File: src/shared/comparator_pkg.sv
// package: register map, field layout and carrier types for the comparator
package comparator_pkg;
  // register byte offsets (word aligned)
  localparam logic [7:0] OFF_MASKED_IRQ = 8'h00;
  localparam logic [7:0] OFF_RAW_IRQ    = 8'h04;
  localparam logic [7:0] OFF_IRQ_ENABLE = 8'h08;
  localparam logic [7:0] OFF_REF_CTRL   = 8'h10;
  localparam logic [7:0] OFF_STATE      = 8'h20;
  localparam logic [7:0] OFF_CONTROL    = 8'h24;
  // field positions
  localparam int IRQ_BIT        = 0;
  localparam int OUT_VALUE_BIT  = 1;
  localparam int TAP_LSB        = 0;
  localparam int TAP_MSB        = 3;
  localparam int RANGE_BIT      = 8;
  localparam int LADDER_EN_BIT  = 9;
  localparam int INVERT_BIT     = 1;
  localparam int IRQ_SENSE_LSB  = 2;
  localparam int IRQ_SENSE_MSB  = 3;
  localparam int SRC_LSB        = 9;
  localparam int SRC_MSB        = 10;
  localparam int TRG_EN_BIT     = 11;
  localparam int TRG_SENSE_LSB  = 5;
  localparam int TRG_SENSE_MSB  = 6;
  // reset values
  localparam logic [31:0] RESET_WORD = 32'h0000_0000;
  // positive-source codes
  localparam logic [1:0] SRC_PIN_A    = 2'h0;
  localparam logic [1:0] SRC_PIN_B    = 2'h1;
  localparam logic [1:0] SRC_INTERNAL = 2'h2;
  localparam logic [1:0] SRC_RESERVED = 2'h3;
  // edge sense codes
  localparam logic [1:0] SENSE_LEVEL   = 2'h0;
  localparam logic [1:0] SENSE_FALLING = 2'h1;
  localparam logic [1:0] SENSE_RISING  = 2'h2;
  localparam logic [1:0] SENSE_BOTH    = 2'h3;

  // analog-side controls driven to the ladder and the input mux
  typedef struct packed {
    logic [1:0] positiveSource;
    logic       useInternalRef;
    logic       ladderEnable;
    logic       referenceRange;
    logic [3:0] tapSelect;
  } analog_ctrl_t;

  // wishbone request from the master
  typedef struct packed {
    logic        cyc;
    logic        stb;
    logic        we;
    logic [3:0]  sel;
    logic [7:0]  adr;
    logic [31:0] dat;
  } wb_req_t;
endpackage

File: src/hdl/comparator_control_logic.sv
// comparator control: source select, reference control, events, registers
`timescale 1ns/1ns
module comparator_control_logic (
  input  wire logic                        clk,
  input  wire logic                        resetn,
  input  wire comparator_pkg::wb_req_t     wbReq,
  output logic [31:0]                      wbDatOut,
  output logic                             wbAck,
  input  wire logic                        comparisonResult,
  output comparator_pkg::analog_ctrl_t     analogCtrl,
  output logic                             comparatorOutputPin,
  output logic                             adcTrigger,
  output logic                             irq
);

  ////////////////////////////////////////////////////////////////////////
  // configuration state
  logic [3:0] tapSelect;
  logic       referenceRange;
  logic       ladderEnable;
  logic       invertOut;
  logic [1:0] irqSense;
  logic [1:0] trgSense;
  logic [1:0] positiveSource;
  logic       trgEnable;
  logic       irqEnable;
  logic       rawIrq;
  logic       syncA;
  logic       syncB;
  logic       resultSync;
  logic       resultPrev;
  logic       irqEvent;
  logic       trgEvent;
  logic       access;
  logic       writeHit;
  logic       clearHit;
  logic       reserved;

  // a request is taken once; ack drops the cycle after it was given
  assign access = wbReq.cyc & wbReq.stb & ~wbAck;
  assign writeHit = access & wbReq.we & wbReq.sel[0];
  assign reserved = (positiveSource == comparator_pkg::SRC_RESERVED);

  ////////////////////////////////////////////////////////////////////////
  // wishbone ack: registered, one wait cycle per access
  always_ff @(posedge clk) begin
    if (!resetn) begin
      wbAck <= 1'b0;
    end else begin
      wbAck <= access;
    end
  end

  // writable registers; byte lane 0 for low bits, lane 1 for bits 15:8
  always_ff @(posedge clk) begin
    if (!resetn) begin
      tapSelect      <= 4'h0;
      referenceRange <= 1'b0;
      ladderEnable   <= 1'b0;
      invertOut      <= 1'b0;
      irqSense       <= 2'h0;
      trgSense       <= 2'h0;
      positiveSource <= 2'h0;
      trgEnable      <= 1'b0;
      irqEnable      <= 1'b0;
    end else if (access && wbReq.we) begin
      case (wbReq.adr)
        comparator_pkg::OFF_IRQ_ENABLE: begin
          if (wbReq.sel[0]) begin
            irqEnable <= wbReq.dat[comparator_pkg::IRQ_BIT];
          end
        end
        comparator_pkg::OFF_REF_CTRL: begin
          if (wbReq.sel[0]) begin
            tapSelect <= wbReq.dat[comparator_pkg::TAP_MSB:
                                   comparator_pkg::TAP_LSB];
          end
          if (wbReq.sel[1]) begin
            referenceRange <= wbReq.dat[comparator_pkg::RANGE_BIT];
            ladderEnable   <= wbReq.dat[comparator_pkg::LADDER_EN_BIT];
          end
        end
        comparator_pkg::OFF_CONTROL: begin
          if (wbReq.sel[0]) begin
            invertOut <= wbReq.dat[comparator_pkg::INVERT_BIT];
            irqSense  <= wbReq.dat[comparator_pkg::IRQ_SENSE_MSB:
                                   comparator_pkg::IRQ_SENSE_LSB];
            trgSense  <= wbReq.dat[comparator_pkg::TRG_SENSE_MSB:
                                   comparator_pkg::TRG_SENSE_LSB];
          end
          if (wbReq.sel[1]) begin
            positiveSource <= wbReq.dat[comparator_pkg::SRC_MSB:
                                        comparator_pkg::SRC_LSB];
            trgEnable      <= wbReq.dat[comparator_pkg::TRG_EN_BIT];
          end
        end
        default: begin
        end
      endcase
    end
  end

  ////////////////////////////////////////////////////////////////////////
  // analog controls: negative side is hard-wired to its pin, no selector
  always_comb begin
    analogCtrl.positiveSource = positiveSource;
    analogCtrl.useInternalRef =
      (positiveSource == comparator_pkg::SRC_INTERNAL);
    analogCtrl.ladderEnable   = ladderEnable;
    analogCtrl.referenceRange = referenceRange;
    analogCtrl.tapSelect      = tapSelect;
  end

  ////////////////////////////////////////////////////////////////////////
  // two-stage synchroniser; syncA feeds syncB only
  always_ff @(posedge clk) begin
    if (!resetn) begin
      syncA <= 1'b0;
      syncB <= 1'b0;
    end else begin
      syncA <= comparisonResult;
      syncB <= syncA;
    end
  end

  // reserved source holds the last result so no spurious edge appears
  always_ff @(posedge clk) begin
    if (!resetn) begin
      resultSync <= 1'b0;
      resultPrev <= 1'b0;
    end else begin
      if (!reserved) begin
        resultSync <= syncB;
      end
      resultPrev <= resultSync;
    end
  end

  // edge detection, separately for interrupt and trigger
  function automatic logic senseHit(input logic [1:0] sense,
                                    input logic cur, input logic prev);
    case (sense)
      comparator_pkg::SENSE_LEVEL:   senseHit = cur;
      comparator_pkg::SENSE_FALLING: senseHit = prev & ~cur;
      comparator_pkg::SENSE_RISING:  senseHit = cur & ~prev;
      comparator_pkg::SENSE_BOTH:    senseHit = cur ^ prev;
      default:                       senseHit = 1'b0;
    endcase
  endfunction

  assign irqEvent = senseHit(irqSense, resultSync, resultPrev);
  assign trgEvent = senseHit(trgSense, resultSync, resultPrev);

  ////////////////////////////////////////////////////////////////////////
  // raw interrupt: set wins over a write-1 clear in the same cycle
  assign clearHit = writeHit && (wbReq.adr == comparator_pkg::OFF_MASKED_IRQ)
                    && wbReq.dat[comparator_pkg::IRQ_BIT];
  always_ff @(posedge clk) begin
    if (!resetn) begin
      rawIrq <= 1'b0;
    end else if (irqEvent) begin
      rawIrq <= 1'b1;
    end else if (clearHit) begin
      rawIrq <= 1'b0;
    end
  end

  assign irq = rawIrq & irqEnable;

  // trigger pulse, one cycle per event when enabled
  always_ff @(posedge clk) begin
    if (!resetn) begin
      adcTrigger <= 1'b0;
    end else begin
      adcTrigger <= trgEnable & trgEvent;
    end
  end

  // output pin from a flop, optional inversion
  always_ff @(posedge clk) begin
    if (!resetn) begin
      comparatorOutputPin <= 1'b0;
    end else begin
      comparatorOutputPin <= resultSync ^ invertOut;
    end
  end

  ////////////////////////////////////////////////////////////////////////
  // read data, registered alongside ack; unmapped reads return zero
  always_ff @(posedge clk) begin
    if (!resetn) begin
      wbDatOut <= comparator_pkg::RESET_WORD;
    end else if (access && !wbReq.we) begin
      wbDatOut <= comparator_pkg::RESET_WORD;
      case (wbReq.adr)
        comparator_pkg::OFF_MASKED_IRQ:
          wbDatOut[comparator_pkg::IRQ_BIT] <= irq;
        comparator_pkg::OFF_RAW_IRQ:
          wbDatOut[comparator_pkg::IRQ_BIT] <= rawIrq;
        comparator_pkg::OFF_IRQ_ENABLE:
          wbDatOut[comparator_pkg::IRQ_BIT] <= irqEnable;
        comparator_pkg::OFF_REF_CTRL: begin
          wbDatOut[comparator_pkg::TAP_MSB:comparator_pkg::TAP_LSB]
            <= tapSelect;
          wbDatOut[comparator_pkg::RANGE_BIT]     <= referenceRange;
          wbDatOut[comparator_pkg::LADDER_EN_BIT] <= ladderEnable;
        end
        comparator_pkg::OFF_STATE:
          wbDatOut[comparator_pkg::OUT_VALUE_BIT] <= resultSync;
        comparator_pkg::OFF_CONTROL: begin
          wbDatOut[comparator_pkg::INVERT_BIT] <= invertOut;
          wbDatOut[comparator_pkg::IRQ_SENSE_MSB:
                   comparator_pkg::IRQ_SENSE_LSB] <= irqSense;
          wbDatOut[comparator_pkg::TRG_SENSE_MSB:
                   comparator_pkg::TRG_SENSE_LSB] <= trgSense;
          wbDatOut[comparator_pkg::SRC_MSB:comparator_pkg::SRC_LSB]
            <= positiveSource;
          wbDatOut[comparator_pkg::TRG_EN_BIT] <= trgEnable;
        end
        default: begin
        end
      endcase
    end
  end
endmodule // comparator_control_logic

File: config.mk
export PLATFORM = sky130hd
export DESIGN_NAME = comparator_control_logic
export DESIGN_NICKNAME = d
export VERILOG_FILES = /design/src/shared/comparator_pkg.sv /design/src/hdl/comparator_control_logic.sv
export SDC_FILE = /design/constraint.sdc
export NUM_CORES = 1
export LEC_CHECK = 0
export BUFFER_PORTS_ARGS = -buffer_cell sky130_fd_sc_hd__buf_2
export CAP_MARGIN = 20
export CORE_UTILIZATION = 45
export CTS_BUF_LIST = sky130_fd_sc_hd__clkbuf_4 sky130_fd_sc_hd__clkbuf_8
export CTS_CLUSTER_DIAMETER = 120
export CTS_CLUSTER_SIZE = 30
export DETAILED_ROUTE_END_ITERATION = 7
export PLACE_DENSITY = 0.81
export SYNTH_ARGS = -nofsm -noshare
export SYNTH_HDL_FRONTEND = slang
export SYNTH_SLANG_ARGS = --single-unit
File: constraint.sdc
create_clock -name clk -period 2.1 [get_ports clk]
set_clock_uncertainty 0.15 [all_clocks]
set_input_delay 0 -clock clk [delete_from_list [all_inputs] [get_ports clk]]
set_output_delay 0 -clock clk [all_outputs]
set_load 0.1 [all_outputs]
==> metrics.txt <==
# TYPE chip_impl_metric gauge
chip_impl_metric{name="asyncSetResetFlopFracSynth",unit="%"} 0
chip_impl_metric{name="antenna_left",unit=""} 0
chip_impl_metric{name="cts.clk_slew.worst_paths",unit="ps"} 100
chip_impl_metric{name="post_drt_via_cell_ratio",unit=""} 5.07
chip_impl_metric{name="required",unit="ps"} 2190
chip_impl_metric{name="weighted_congestion_at_the_end_of_routability_driven_global_placement",unit=""} 0.759
chip_impl_metric{name="clkSinkCount",unit=""} 33
chip_impl_metric{name="post_synth_instance_area",unit="sq um"} 1610
chip_impl_metric{name="final_period_util",unit="%"} 98.4
chip_impl_info{name="clockRootBuffer",value="sky130_fd_sc_hd__clkbuf_4"} 1
chip_impl_info{name="cts_tree",value="yes"} 1
chip_impl_metric{name="hpwl",unit="um"} 2580
chip_impl_info{name="crit_path_start_kind",value="primary input"} 1
chip_impl_metric{name="grt_pass1_wl",unit="um"} 6200
chip_impl_metric{name="htreeDepth",unit=""} 2
chip_impl_metric{name="hold_violations",unit=""} 0
chip_impl_metric{name="insertedDiodeCount",unit=""} 0
chip_impl_metric{name="route.detailed.wl_per_inst",unit="um"} 13.1
chip_impl_metric{name="p_leak",unit="nW"} 1.03
chip_impl_info{name="synth_most_common_cell",value="sky130_fd_sc_hd__dfxtp_1"} 1
chip_impl_metric{name="ys_seq_elements",unit=""} 33
chip_impl_metric{name="post_synth_num_cell_types",unit=""} 38
chip_impl_metric{name="die-height",unit="um"} 61.8
chip_impl_metric{name="synth_edf_count",unit=""} 0
chip_impl_info{name="post-synth-top-area-cell",value="sky130_fd_sc_hd__dfxtp_1"} 1
chip_impl_metric{name="slew_violations",unit=""} 0
chip_impl_info{name="synth_top_cells_by_area",value="sky130_fd_sc_hd__dfxtp_1 (41%), sky130_fd_sc_hd__buf_4 (11%), sky130_fd_sc_hd__nand2_1 (5.6%)"} 1
chip_impl_metric{name="placement_rows",unit=""} 21
chip_impl_info{name="outcome",value="finished clean"} 1
chip_impl_metric{name="grt_util_all_layers",unit="%"} 22.8
chip_impl_metric{name="grt_overflow",unit=""} 0
chip_impl_metric{name="ir_worst_vdd",unit="mV"} 0.283
chip_impl_metric{name="initial_utilization",unit="%"} 47.5
chip_impl_metric{name="final.setup.worst_slack",unit="ps"} 34.0
chip_impl_metric{name="yosys_warning_count",unit=""} 0
chip_impl_metric{name="port_buffers",unit=""} 48
chip_impl_metric{name="grt_pass1_vias",unit=""} 1458
chip_impl_metric{name="fmaxAchievable",unit="GHz"} 0.484
chip_impl_metric{name="post-route-drc-count",unit=""} 0
chip_impl_metric{name="cts.path.max_buffers",unit=""} 2
chip_impl_info{name="hold_path.class",value="primary input to flop"} 1
chip_impl_metric{name="final.min_clock_period",unit="ps"} 2070
chip_impl_metric{name="final_layout_size_suffix_gt1_share",unit="%"} 27.5
chip_impl_metric{name="drt_iter0_markers",unit=""} 91
chip_impl_metric{name="layout.nets",unit=""} 316
chip_impl_metric{name="syn-instance-count",unit=""} 179
chip_impl_metric{name="final_cells",unit=""} 311
chip_impl_metric{name="number_of_setup_violations_in_the_final_report",unit=""} 0
chip_impl_info{name="synth.top_cells.by_count",value="sky130_fd_sc_hd__dfxtp_1 (33), sky130_fd_sc_hd__buf_4 (24), sky130_fd_sc_hd__nand2_1 (24), sky130_fd_sc_hd__nand3_1 (14), sky130_fd_sc_hd__nor2_1 (9)"} 1
chip_impl_metric{name="synthDominantCellAreaShare",unit="%"} 41.1
chip_impl_metric{name="placedCellCount",unit=""} 268
chip_impl_info{name="yosys_most_used_dff",value="sky130_fd_sc_hd__dfxtp_1"} 1
chip_impl_metric{name="postRouteWirelength",unit="um"} 4060
chip_impl_metric{name="drt_pass1_iterations",unit=""} 4
chip_impl_metric{name="power_per_cell_area",unit="nW/um^2"} 576
chip_impl_metric{name="yosysSeqAreaShare",unit="%"} 41.1
chip_impl_metric{name="max-cap-violations",unit=""} 0
chip_impl_metric{name="worst-path-max-fanout",unit=""} 3
chip_impl_metric{name="dieWidth",unit="um"} 61.8
chip_impl_metric{name="fin_tns_setup",unit="ps"} 0
chip_impl_metric{name="pin_count",unit=""} 95
chip_impl_metric{name="via_count",unit=""} 1578
chip_impl_metric{name="critPathArrivalTime",unit="ps"} 2150
chip_impl_metric{name="clk_latency",unit="ps"} 340
chip_impl_metric{name="post-place-ws",unit="ps"} 417
chip_impl_info{name="worst-setup-path-type",value="primary input to flop"} 1
chip_impl_metric{name="final_core_util",unit="%"} 66.1
chip_impl_metric{name="synthToLayoutAreaGrowth",unit="%"} 39.2
chip_impl_info{name="critPathCaptureType",value="flop"} 1
chip_impl_metric{name="core_region_area",unit="sq um"} 3390
chip_impl_info{name="rsz0062_at_grt",value="true"} 1
chip_impl_metric{name="cts_made_buffers",unit=""} 5
chip_impl_metric{name="antenna_found_initial",unit=""} 0
chip_impl_metric{name="die_area",unit="sq um"} 3820
chip_impl_metric{name="grt_max_degree",unit=""} 23
chip_impl_metric{name="syn-mean-instance-area",unit="sq um"} 8.99
placed cells by master, fill, tap and decap left out, drive strengths merged, types with 4 or more instances in the layout:
| cell | count |
|---|---|
| and2 | 5 |
| o21ai | 11 |
| dfxtp | 33 |
| clkbuf | 5 |
| a22oi | 4 |
| conb | 22 |
| a32oi | 4 |
| nand2 | 24 |
| dlygate4sd3 | 35 |
| inv | 5 |
| nand3 | 14 |
| buf | 53 |
| mux2i | 8 |
| nor2 | 9 |
per-stage QoR:
step           hold slack (ps)  instance area (sq um)  power, mW
5_1_grt                   89.4                   2240       1.34
6_report                  73.8                   2240       1.29
2_1_floorplan            -22.7                   1700      0.894
3_3_place_gp              60.6                   1820      0.904
3_5_place_dp              61.6                   1820      0.906
4_1_cts                   27.0                   2230       1.29
timing repair:
item	CTS	global route
setup endpoints to repair	0	4
buffers inserted	0	0
hold endpoints to repair	21	0
gates resized for setup	0	4
hold buffers	35	0
report_power, final:
group          leakage, nW  switching (mW)  internal (mW)
Combinational        0.734           0.235         0.0737
Clock               0.0310           0.223          0.126
Sequential           0.266         0.00242          0.630
critical path: stages:
cell	delay, ps
sky130_fd_sc_hd__buf_2	110
sky130_fd_sc_hd__dlygate4sd3_1	550
sky130_fd_sc_hd__or4_4	590
sky130_fd_sc_hd__nor2_4	110
sky130_fd_sc_hd__nand4_1	80
sky130_fd_sc_hd__dlygate4sd3_1	580
sky130_fd_sc_hd__mux2i_1	120
path summary, 6_finish.rpt:
kind / cells after the start / start / end / slack [ps]
worst max-delay path: 7 / wbReq[33] / irqEnable$_SDFFE_PN0P_ / 30
worst min-delay path: 4 / wbReq[37] / rawIrq$_SDFFE_PN0P_ / 70
worst max register to register: 5 / wbAck$_SDFF_PN0_ / tapSelect[1]$_SDFFE_PN0P_ / 130
worst min register to register: 1 / syncA$_SDFF_PN0_ / syncB$_SDFF_PN0_ / 280
state kept, by name, summed over array words and instances, names as in the netlist, 2 cells and up:
register        flops
irqSense            2
positiveSource      2
trgSense            2
wbDatOut           10
tapSelect           4
per-layer routing:
layer	global-route usage [%]	part of all wire (%)	vias up	routed length, um
met2	39.2	49	71	2010
met4	11.1	2.2	0	90
met3	7.45	7.2	11	294
met5	0	0	-	0
met1	25.3	41	741	1670
li1	-	-	755	-
area by class of cell:
class	instances	area, sq um
Fill cell	291	1150
Multi-Input combinational cell	131	820
Sequential cell	33	661
Timing Repair Buffer	88	628
Tap cell	46	57.6
Clock buffer	5	37.5
Inverter	5	18.8
Clock inverter	3	17.5
cells by family after synthesis:
group | count (synthesis) | synth area share (%)
adders and majority gates | 2 | 1.55
muxes | 10 | 7.78
other | 1 | 0.233
DFF | 33 | 41.1
buffers and inverters | 36 | 14.1
AOI/OAI and AO/OA | 28 | 11.7
and+or+nand+nor | 68 | 23.1
xor gates and xnor gates | 1 | 0.544
(Power assumes the default switching activity.)
